### src/gate_delay_pkg.sv
// shared constants, codes and carriers for the gate and delay command controller
package gate_delay_pkg;

	// ===================================================================
	// register offsets (byte addresses on the backplane bus)
	localparam logic [15:0] OFS_FIRMWARE_REVISION = 16'h1000;
	localparam logic [15:0] OFS_INPUT_SETUP       = 16'h1800;
	localparam logic [15:0] OFS_CLOCK_DIVIDER     = 16'h1804;
	localparam logic [15:0] OFS_PAYLOAD_WRITE     = 16'h7F00;
	localparam logic [15:0] OFS_COMMAND_WORD      = 16'h7F04;
	localparam logic [15:0] OFS_OPERATION_START   = 16'h7F08;
	localparam logic [15:0] OFS_PAYLOAD_READ      = 16'h7F0C;
	localparam logic [15:0] OFS_CONTROLLER_STATE  = 16'h7F10;

	// ===================================================================
	// field positions
	localparam int BIT_IO_TTL     = 0;
	localparam int BIT_SRC_EXT    = 1;
	localparam int ROUTE_LSB      = 4;
	localparam int ROUTE_MSB      = 8;
	localparam int BIT_START_WR   = 0;
	localparam int BIT_START_RD   = 1;
	localparam int BIT_READY      = 0;
	localparam int STAGE_LSB      = 12;
	localparam int STAGE_MSB      = 15;
	localparam int ACT_LSB        = 8;
	localparam int ACT_MSB        = 11;
	localparam int CHAN_MSB       = 7;
	localparam int PULSE_W        = 16;

	// ===================================================================
	// reset values
	localparam logic [31:0] RST_WORD  = 32'h0000_0000;
	localparam logic [4:0]  RST_ROUTE = 5'h00;
	localparam logic [7:0]  RST_CHAN  = 8'h00;

	// ===================================================================
	// command field codes
	localparam logic [3:0] STAGE_GATE    = 4'h2;
	localparam logic [3:0] STAGE_DELAY   = 4'h3;
	localparam logic [3:0] ACT_TRANSFER  = 4'h1;
	localparam logic [3:0] ACT_RESET     = 4'h3;
	localparam logic [3:0] ACT_CALIBRATE = 4'h4;
	localparam logic [3:0] ACT_BROADCAST = 4'h5;

	// value is arbitrary
	localparam logic [31:0] FW_REVISION = 32'h0000_0001;

	typedef enum logic [2:0] {
		OP_NONE,
		OP_TRANSFER,
		OP_RESET,
		OP_CALIBRATE,
		OP_BROADCAST,
		OP_READ_GATE,
		OP_READ_DELAY
	} dly_op_e;

	typedef enum {ST_IDLE, ST_ISSUE, ST_WAIT} seq_state_e;

	typedef struct packed {
		dly_op_e     op;
		logic [7:0]  channel;
		logic [31:0] gate;
		logic [31:0] delay;
	} dly_cmd_s;

endpackage : gate_delay_pkg

### src/clock_tick_divider.sv
// divided internal clock, one leading edge every factor+1 base cycles
`timescale 1ns/100ps
`default_nettype none
module clock_tick_divider
(
	input  wire logic        i_clock,
	input  wire logic        i_rst,
	input  wire logic [31:0] i_factor,
	output var  logic        o_tick
);
	logic [31:0] count_r;

	// ===================================================================
	// divider
	always_ff @(posedge i_clock)
	begin
		if (i_rst)
		begin
			count_r <= gate_delay_pkg::RST_WORD;
			o_tick  <= 1'b0;
		end
		else if (count_r >= i_factor)
		begin
			// factor lowered mid count restarts at once, no long wrap
			count_r <= gate_delay_pkg::RST_WORD;
			o_tick  <= 1'b1;
		end
		else
		begin
			count_r <= count_r + 32'h0000_0001;
			o_tick  <= 1'b0;
		end
	end
endmodule : clock_tick_divider
`default_nettype wire

### src/delayed_pulse_shaper.sv
// delayed pulse of programmable width after a leading edge event
`timescale 1ns/100ps
`default_nettype none
module delayed_pulse_shaper
(
	input  wire logic                              i_clock,
	input  wire logic                              i_rst,
	input  wire logic                              i_edge,
	input  wire logic [gate_delay_pkg::PULSE_W-1:0] i_delay,
	input  wire logic [gate_delay_pkg::PULSE_W-1:0] i_width,
	output var  logic                              o_pulse
);
	logic [gate_delay_pkg::PULSE_W-1:0] count_r;
	logic                               waiting_r;

	// ===================================================================
	// shaper; edges during a running pulse are ignored
	always_ff @(posedge i_clock)
	begin
		if (i_rst)
		begin
			count_r   <= '0;
			waiting_r <= 1'b0;
			o_pulse   <= 1'b0;
		end
		else if (!waiting_r && !o_pulse)
		begin
			if (i_edge && i_width != '0)
			begin
				waiting_r <= (i_delay != '0);
				o_pulse   <= (i_delay == '0);
				count_r   <= (i_delay != '0) ? i_delay : i_width;
			end
		end
		else if (count_r > 16'h0001)
			count_r <= count_r - 16'h0001;
		else if (waiting_r)
		begin
			waiting_r <= 1'b0;
			o_pulse   <= 1'b1;
			count_r   <= i_width;
		end
		else
			o_pulse <= 1'b0;
	end
endmodule : delayed_pulse_shaper
`default_nettype wire

### src/gate_delay_command_ctrl.sv
// register block and command sequencer of the gate and delay controller
`timescale 1ns/100ps
`default_nettype none
//
// Overview of operation
// - input_setup bit 1 picks divided clock (0) or trigger connector (1)
// - input_setup bit 0 selects NIM (0) or TTL (1) port levels
// - input_setup bits 8:4 hold the routing delay channel
// - internal clock divided by factor plus one; zero gives the base rate
// - pulse output delayed and sized after the selected input's leading edge
// - payload_write is the data forwarded on write commands
// - write mode: code 2 stages gate, code 3 stages delay
// - read mode: code 2 reads gate, code 3 reads delay of channel
// - action 1 transfers staged values to the selected channel
// - action 3 resets all delays, action 4 calibrates
// - action 5 broadcasts staged values to every channel
// - start bit 1 begins read, bit 0 begins write
// - read-back data lands in payload_read
// - status bit 0 is one when idle, zero when busy
// - all registers 32 bits, single accesses
// - firmware_revision reads a 32-bit revision number
module gate_delay_command_ctrl
(
	input  wire logic                     i_clock,
	input  wire logic                     i_rst,
	input  wire logic [15:0]              i_addr,
	input  wire logic                     i_wr,
	input  wire logic                     i_rd,
	input  wire logic [31:0]              i_wdata,
	output var  logic [31:0]              o_rdata,
	output var  logic                     o_rvalid,
	input  wire logic                     i_trigger,
	output var  logic                     o_pulse,
	output var  logic                     o_io_ttl,
	output var  logic [4:0]               o_route_channel,
	output var  gate_delay_pkg::dly_cmd_s o_dly_cmd,
	output var  logic                     o_dly_valid,
	input  wire logic                     i_dly_done,
	input  wire logic [31:0]              i_dly_rdata
);
	localparam int W = gate_delay_pkg::PULSE_W;

	logic [1:0]                 setup_r;
	logic [31:0]                divider_r;
	logic [31:0]                payload_write_r;
	logic [15:0]                command_r;
	logic [1:0]                 start_r;
	logic [31:0]                payload_read_r;
	logic [31:0]                stage_gate_r;
	logic [31:0]                stage_delay_r;
	logic [W-1:0]               act_gate_r;
	logic [W-1:0]               act_delay_r;
	logic                       read_mode_r;
	logic                       trig_prev_r;
	gate_delay_pkg::seq_state_e state_r;
	gate_delay_pkg::dly_op_e    op_nxt;
	logic                       ready;
	logic                       go;
	logic                       go_rd;
	logic                       div_tick;
	logic                       sel_edge_r;
	logic [31:0]                gate_nxt;
	logic [31:0]                delay_nxt;

	// ===================================================================
	// decode helpers
	function automatic logic hit(input logic [15:0] a, input logic [15:0] ofs);
		hit = (a == ofs);
	endfunction : hit

	function automatic gate_delay_pkg::dly_op_e op_of(input logic rd, input logic [15:0] cmd);
		logic [3:0] stage;
		logic [3:0] act;
		stage = cmd[gate_delay_pkg::STAGE_MSB:gate_delay_pkg::STAGE_LSB];
		act   = cmd[gate_delay_pkg::ACT_MSB:gate_delay_pkg::ACT_LSB];
		op_of = gate_delay_pkg::OP_NONE;
		if (rd)
		begin
			if (stage == gate_delay_pkg::STAGE_GATE)
				op_of = gate_delay_pkg::OP_READ_GATE;
			else if (stage == gate_delay_pkg::STAGE_DELAY)
				op_of = gate_delay_pkg::OP_READ_DELAY;
		end
		else
		begin
			case (act)
				gate_delay_pkg::ACT_TRANSFER:  op_of = gate_delay_pkg::OP_TRANSFER;
				gate_delay_pkg::ACT_RESET:     op_of = gate_delay_pkg::OP_RESET;
				gate_delay_pkg::ACT_CALIBRATE: op_of = gate_delay_pkg::OP_CALIBRATE;
				gate_delay_pkg::ACT_BROADCAST: op_of = gate_delay_pkg::OP_BROADCAST;
				default:                       op_of = gate_delay_pkg::OP_NONE;
			endcase
		end
	endfunction : op_of

	// ===================================================================
	// start detection: a write event, not the stored level
	assign ready = (state_r == gate_delay_pkg::ST_IDLE);
	assign go_rd = i_wdata[gate_delay_pkg::BIT_START_RD];
	assign go    = ready && i_wr && hit(i_addr, gate_delay_pkg::OFS_OPERATION_START)
		&& (go_rd || i_wdata[gate_delay_pkg::BIT_START_WR]);

	// ===================================================================
	// register writes
	always_ff @(posedge i_clock)
	begin
		if (i_rst)
		begin
			setup_r         <= '0;
			o_route_channel <= gate_delay_pkg::RST_ROUTE;
			o_io_ttl        <= 1'b0;
			divider_r       <= gate_delay_pkg::RST_WORD;
			payload_write_r <= gate_delay_pkg::RST_WORD;
			command_r       <= '0;
			start_r         <= '0;
		end
		else if (i_wr)
		begin
			if (hit(i_addr, gate_delay_pkg::OFS_INPUT_SETUP))
			begin
				setup_r         <= i_wdata[gate_delay_pkg::BIT_SRC_EXT:gate_delay_pkg::BIT_IO_TTL];
				o_io_ttl        <= i_wdata[gate_delay_pkg::BIT_IO_TTL];
				o_route_channel <= i_wdata[gate_delay_pkg::ROUTE_MSB:gate_delay_pkg::ROUTE_LSB];
			end
			if (hit(i_addr, gate_delay_pkg::OFS_CLOCK_DIVIDER))
				divider_r <= i_wdata;
			if (hit(i_addr, gate_delay_pkg::OFS_PAYLOAD_WRITE))
				payload_write_r <= i_wdata;
			// command word is locked while a command runs; payload_write is not
			if (hit(i_addr, gate_delay_pkg::OFS_COMMAND_WORD) && ready)
				command_r <= i_wdata[gate_delay_pkg::STAGE_MSB:0];
			if (hit(i_addr, gate_delay_pkg::OFS_OPERATION_START))
				start_r <= i_wdata[gate_delay_pkg::BIT_START_RD:gate_delay_pkg::BIT_START_WR];
		end
	end

	// ===================================================================
	// register reads, answered one cycle after the strobe
	always_ff @(posedge i_clock)
	begin
		if (i_rst)
		begin
			o_rdata  <= gate_delay_pkg::RST_WORD;
			o_rvalid <= 1'b0;
		end
		else
		begin
			o_rvalid <= i_rd;
			o_rdata  <= gate_delay_pkg::RST_WORD;
			if (i_rd)
			begin
				case (i_addr)
					gate_delay_pkg::OFS_FIRMWARE_REVISION: o_rdata <= gate_delay_pkg::FW_REVISION;
					gate_delay_pkg::OFS_INPUT_SETUP:
						o_rdata <= {23'h000000, o_route_channel, 2'h0, setup_r};
					gate_delay_pkg::OFS_CLOCK_DIVIDER:     o_rdata <= divider_r;
					gate_delay_pkg::OFS_PAYLOAD_WRITE:     o_rdata <= payload_write_r;
					gate_delay_pkg::OFS_COMMAND_WORD:      o_rdata <= {16'h0000, command_r};
					gate_delay_pkg::OFS_OPERATION_START:   o_rdata <= {30'h00000000, start_r};
					gate_delay_pkg::OFS_PAYLOAD_READ:      o_rdata <= payload_read_r;
					gate_delay_pkg::OFS_CONTROLLER_STATE:  o_rdata <= {31'h00000000, ready};
					default:                               o_rdata <= gate_delay_pkg::RST_WORD;
				endcase
			end
		end
	end

	// ===================================================================
	// staging values as they stand after this command's write mode
	always_comb
	begin
		gate_nxt  = stage_gate_r;
		delay_nxt = stage_delay_r;
		if (!read_mode_r)
		begin
			if (command_r[gate_delay_pkg::STAGE_MSB:gate_delay_pkg::STAGE_LSB] == gate_delay_pkg::STAGE_GATE)
				gate_nxt = payload_write_r;
			if (command_r[gate_delay_pkg::STAGE_MSB:gate_delay_pkg::STAGE_LSB] == gate_delay_pkg::STAGE_DELAY)
				delay_nxt = payload_write_r;
		end
		op_nxt = op_of(read_mode_r, command_r);
	end

	// ===================================================================
	// sequencer
	always_ff @(posedge i_clock)
	begin
		if (i_rst)
		begin
			state_r     <= gate_delay_pkg::ST_IDLE;
			read_mode_r <= 1'b0;
			o_dly_valid <= 1'b0;
			o_dly_cmd   <= '0;
		end
		else
		begin
			o_dly_valid <= 1'b0;
			case (state_r)
				gate_delay_pkg::ST_IDLE:
					if (go)
					begin
						// read wins when both start bits are written together
						read_mode_r <= go_rd;
						state_r     <= gate_delay_pkg::ST_ISSUE;
					end
				gate_delay_pkg::ST_ISSUE:
					if (op_nxt == gate_delay_pkg::OP_NONE)
						state_r <= gate_delay_pkg::ST_IDLE;
					else
					begin
						o_dly_valid       <= 1'b1;
						o_dly_cmd.op      <= op_nxt;
						o_dly_cmd.channel <= command_r[gate_delay_pkg::CHAN_MSB:0];
						o_dly_cmd.gate    <= gate_nxt;
						o_dly_cmd.delay   <= delay_nxt;
						state_r           <= gate_delay_pkg::ST_WAIT;
					end
				gate_delay_pkg::ST_WAIT:
					if (i_dly_done)
						state_r <= gate_delay_pkg::ST_IDLE;
				default:
					state_r <= gate_delay_pkg::ST_IDLE;
			endcase
		end
	end

	// ===================================================================
	// staging buffers and read-back
	always_ff @(posedge i_clock)
	begin
		if (i_rst)
		begin
			stage_gate_r   <= gate_delay_pkg::RST_WORD;
			stage_delay_r  <= gate_delay_pkg::RST_WORD;
			payload_read_r <= gate_delay_pkg::RST_WORD;
		end
		else
		begin
			if (state_r == gate_delay_pkg::ST_ISSUE)
			begin
				stage_gate_r  <= gate_nxt;
				stage_delay_r <= delay_nxt;
			end
			if (state_r == gate_delay_pkg::ST_WAIT && i_dly_done && read_mode_r)
				payload_read_r <= i_dly_rdata;
		end
	end

	// ===================================================================
	// local copy of the values in force on the routed channel
	always_ff @(posedge i_clock)
	begin
		if (i_rst)
		begin
			act_gate_r  <= '0;
			act_delay_r <= '0;
		end
		else if (state_r == gate_delay_pkg::ST_WAIT && i_dly_done)
		begin
			if (o_dly_cmd.op == gate_delay_pkg::OP_BROADCAST
				|| (o_dly_cmd.op == gate_delay_pkg::OP_TRANSFER
				&& o_dly_cmd.channel == {3'h0, o_route_channel}))
			begin
				act_gate_r  <= o_dly_cmd.gate[W-1:0];
				act_delay_r <= o_dly_cmd.delay[W-1:0];
			end
			else if (o_dly_cmd.op == gate_delay_pkg::OP_RESET)
				act_delay_r <= '0;
		end
	end

	// ===================================================================
	// input source and pulse path
	clock_tick_divider u_div
	(
		.i_clock  (i_clock),
		.i_rst    (i_rst),
		.i_factor (divider_r),
		.o_tick   (div_tick)
	);

	always_ff @(posedge i_clock)
	begin
		if (i_rst)
		begin
			trig_prev_r <= 1'b0;
			sel_edge_r  <= 1'b0;
		end
		else
		begin
			trig_prev_r <= i_trigger;
			sel_edge_r  <= setup_r[gate_delay_pkg::BIT_SRC_EXT] ? (i_trigger && !trig_prev_r) : div_tick;
		end
	end

	delayed_pulse_shaper u_pulse
	(
		.i_clock (i_clock),
		.i_rst   (i_rst),
		.i_edge  (sel_edge_r),
		.i_delay (act_delay_r),
		.i_width (act_gate_r),
		.o_pulse (o_pulse)
	);
endmodule : gate_delay_command_ctrl
`default_nettype wire

### config.mk
export PLATFORM = sky130hd
export DESIGN_NAME = gate_delay_command_ctrl
export DESIGN_NICKNAME = d
export VERILOG_FILES = /design/src/gate_delay_pkg.sv /design/src/clock_tick_divider.sv /design/src/delayed_pulse_shaper.sv /design/src/gate_delay_command_ctrl.sv
export SDC_FILE = /design/constraint.sdc
export NUM_CORES = 1
export LEC_CHECK = 0
export BUFFER_PORTS_ARGS = -buffer_cell sky130_fd_sc_hd__buf_4
export CAP_MARGIN = 25
export CORE_ASPECT_RATIO = 1.2
export CORE_MARGIN = 5
export CORE_UTILIZATION = 60
export DETAILED_ROUTE_END_ITERATION = 8
export GPL_TIMING_DRIVEN = 1
export PLACE_DENSITY_LB_ADDON = 0.08
export SYNTH_ARGS = -nofsm -noshare
export SYNTH_HDL_FRONTEND = slang
export SYNTH_SLANG_ARGS = --single-unit
export TNS_END_PERCENT = 50
### constraint.sdc
create_clock -name i_clock -period 4.2 [get_ports i_clock]
set_input_delay 0 -clock i_clock [delete_from_list [all_inputs] [get_ports i_clock]]
set_output_delay 0 -clock i_clock [all_outputs]
set_load 0.02 [all_outputs]
==> impl_results.md <==
- Max Root-Sink Buffers: 3
- Critical path type: register to register
- Adder-Cell Fraction of Synth Area: 0.0272
- FF-to-FF setup slack: between 1 and 1.5 ns
- TritonCTS buffer count: 39
- Row cnt: 65
- Peak supply drop: between 0.0003 and 0.0004 V
- Fin crit period: 2.82 ns
- Post-synth EDFFs: 0
- Slew margin rel.: 0.278
- Xor/xnor share of the synthesized area: 0.0217
- DR vias/cell: 5.91
- Tcrit/Tclk final: 0.671
- DR pass1 iterations: 6
- CP required: 4.61 ns
- Arrival time at the worst endpoint: 3.23 ns
- Total number of vias: 14.9k
- Setup crit end: o_dly_cmd[1]
- Port Buf Inserts: between 200 and 250
- Synth cell count leaders: nand2_1 (452), dfxtp_1 (382), a21oi_1 (256)
- Nets: between 2k and 2.5k
- CTS clock-pin slew for the worst setup and hold paths: 0.06 ns
- R2R Path End: o_dly_cmd[1]
- Global-route wire length before repair: 74.5 mm
- CP Capture Type: register
- Routed WL per cell: 18.7 um
- Largest cells by area after synthesis: dfxtp_1 (47%), nand2_1 (11%), a21oi_1 (7.9%)
- Largest area contributor in the netlist: dfxtp_1
- Final setup fails: 0
- Max Freq: 0.355 GHz
- Max cap viols: 0
- CTS Sinks: 382
- Seq/Total Area, Yosys: 0.474
- WL final: approximately 47 mm
- Ys Warns: 0
- Share of cells above drive strength 1: 0.139
- Yosys cell types: 67
- Core outline area: 26400 um2
- Crit Path Max Fanout: between 80 and 90
- Power Total: 0.00718 W
- GR peak layer: met2
- GRT overflow: 0
- Post-CTS sizing: 0
- Share of the synthesized area in the top cell type: 0.474
- ANT nets after route: 0
- Synth Area in Compound Gates: 0.174
- Largest family of logic cells by synthesized area: simple AND/OR/NAND/NOR gates
- Async set-reset flop share out of synthesis: 0
- Proportion of synthesized area in mux cells: 0.0497
- DP Area: 17700 um2
- Design Area, Final: around 20000 um2
- Setup slack after layout: around 1.4 ns
- Vias in the first global route: approximately 14k
- CTS tree: yes
- Met2 Use GR: 0.510
- IO Count: about 200
- Leakage: 7.24 nW
- DIE AREA: 30300 um2
- H-Tree Depth: 2
- Synth Area in Simple Gates: 0.205
- Post-CTS Setup Inserts: 0
- Pwr/cell area: about 360 nW/um2
- Most used DFF post-synth: dfxtp_1
- Startpoint types: register
- Final Util: 0.745
- Initial antenna violation count: 1
- Slew @ Worst Pin: about 1.1 ns
- Die height: 190 um
- Net Count, Synth: 2073
- Met1 Use GR: 0.383
- Outcome: completed
- Global Route Usage Sum: 0.298
- Fin. max-slew vios: 0
- Most numerous cell in the Yosys netlist: nand2_1
- Post-Route Setup TNS: 0 ns
- Worst Setup SP: command_r[8]
- Cells after Synth: 1952
- Reg-to-Reg Start: command_r[8]
- Max Clock Skew: 0.0201 ns
- Hold WC Path Type: primary input to register
- DRT iter0 DRCs: 1431
- Worst-case reg-to-reg path depth: 6
- Clk Latency, worst-skew pair: 0.53 ns
- Final hold vios: 0
- RSZ-0062 raised after global routing: false
- DRC viols: 0
- Met3 Usage GRT: 0.0531
- Die X: 160 um
- Initial core utilization: 0.610
- Root buf cell: clkbuf_16
- Synth Register Bits: 382
- Cell area after synthesis: 16100 um2
- Placed wire-length estimate: between 30 and 40 mm
- Area growth, synth to finish: 22.2%
- Pin count of the biggest net entering global routing: 169
- Mean post-synth cell area: slightly above 8 um2
- DP Worst Slack: 1.40 ns
- Routability cong.: 0.937
kinds of logic (layout without fill, tap and decap cells):
family | after synthesis | after routing
and+or+nand+nor | 780 | 780
AOI/OAI and AO/OA | 447 | 447
DFF | 382 | 382
buffers and inverters | 188 | 416
muxes | 80 | 80
xor gates and xnor gates | 40 | 40
adders and majority gates | 35 | 35
other | 0 | 1
metal layers:
layer / share of wire / vias to the layer above
met4: 0.031 / 0
met3: 0.075 / 119
met2: 0.49 / 616
met5: 0 / -
met1: 0.41 / 6969
li1: - / 7156
worst max-delay path: stages, from the launching register on:
cell       delay (ns)
dfxtp_1          0.47
nor2_1           0.08
a2111oi_0        0.64
o21a_4           0.79
buf_4            0.40
nor2_1           0.07
a211oi_1         0.25
worst min path at each step:
| stage | cells after the start | slack (ns) | end | from |
|---|---|---|---|---|
| finish | 2 | 0.06 | o_rvalid | i_rst |
| detailed placement | 3 | 0.24 | o_rvalid | i_rd |
| global placement | 3 | 0.23 | o_rvalid | i_rd |
| global route | 2 | 0.13 | o_rvalid | i_rst |
| CTS | 2 | 0.06 | o_rvalid | i_rst |
| floorplan | 2 | 0.12 | o_rvalid | i_rd |
sequential cells by signal (all words and copies together), names as in the netlist, 32 cells and up:
name	flops
stage_gate_r	32
divider_r	32
payload_read_r	32
o_rdata	32
o_dly_cmd	75
stage_delay_r	32
u_div.count_r	32
payload_write_r	32
stage by stage:
| step | hold WS, ns | std cells |
|---|---|---|
| after floorplan | 0.125 | 1952 |
| after global placement | 0.232 | 2374 |
| after detailed placement | 0.240 | 2376 |
| after CTS | 0.0618 | 2514 |
| after global routing | 0.127 | 2516 |
| final | 0.0628 | 2516 |
final cells by class:
cell class | instances | area [um2]
timing repair buffer | 297 | 2480
clock buffer | 61 | 1150
antenna | 1 | 2.50
fill | 1971 | 6730
tap | 335 | 419
clock inverter | 7 | 75.1
multi-input combinational | 1382 | 7730
sequential | 382 | 7650
inverter | 51 | 191
where the power goes:
group | internal (W) | switching (W)
combinational | 0.000102 | 0.000102
sequential | 0.00362 | 0.000000836
clock | 0.00194 | 0.00140
placed cells by master (no fill, tap or decap), types with 17 or more instances in the layout:
master         instances
nand3_1               41
a21oi_1              256
nor2_1               181
a222oi_1              33
dfxtp_1              382
mux2i_1               80
a211oi_1              72
inv_1                 51
xnor2_1               22
ha_1                  35
nand2_1              451
dlygate4sd3_1         70
clkbuf_16             40
xor2_1                18
buf_4                222
nand4_1               17
nor4_1                18
what timing repair did:
action,4_1_cts,5_1_grt
endpoints found under the setup margin,0,0
endpoints found under the hold margin,128,0
hold buffers,70,0
(Power assumes the default switching activity.)
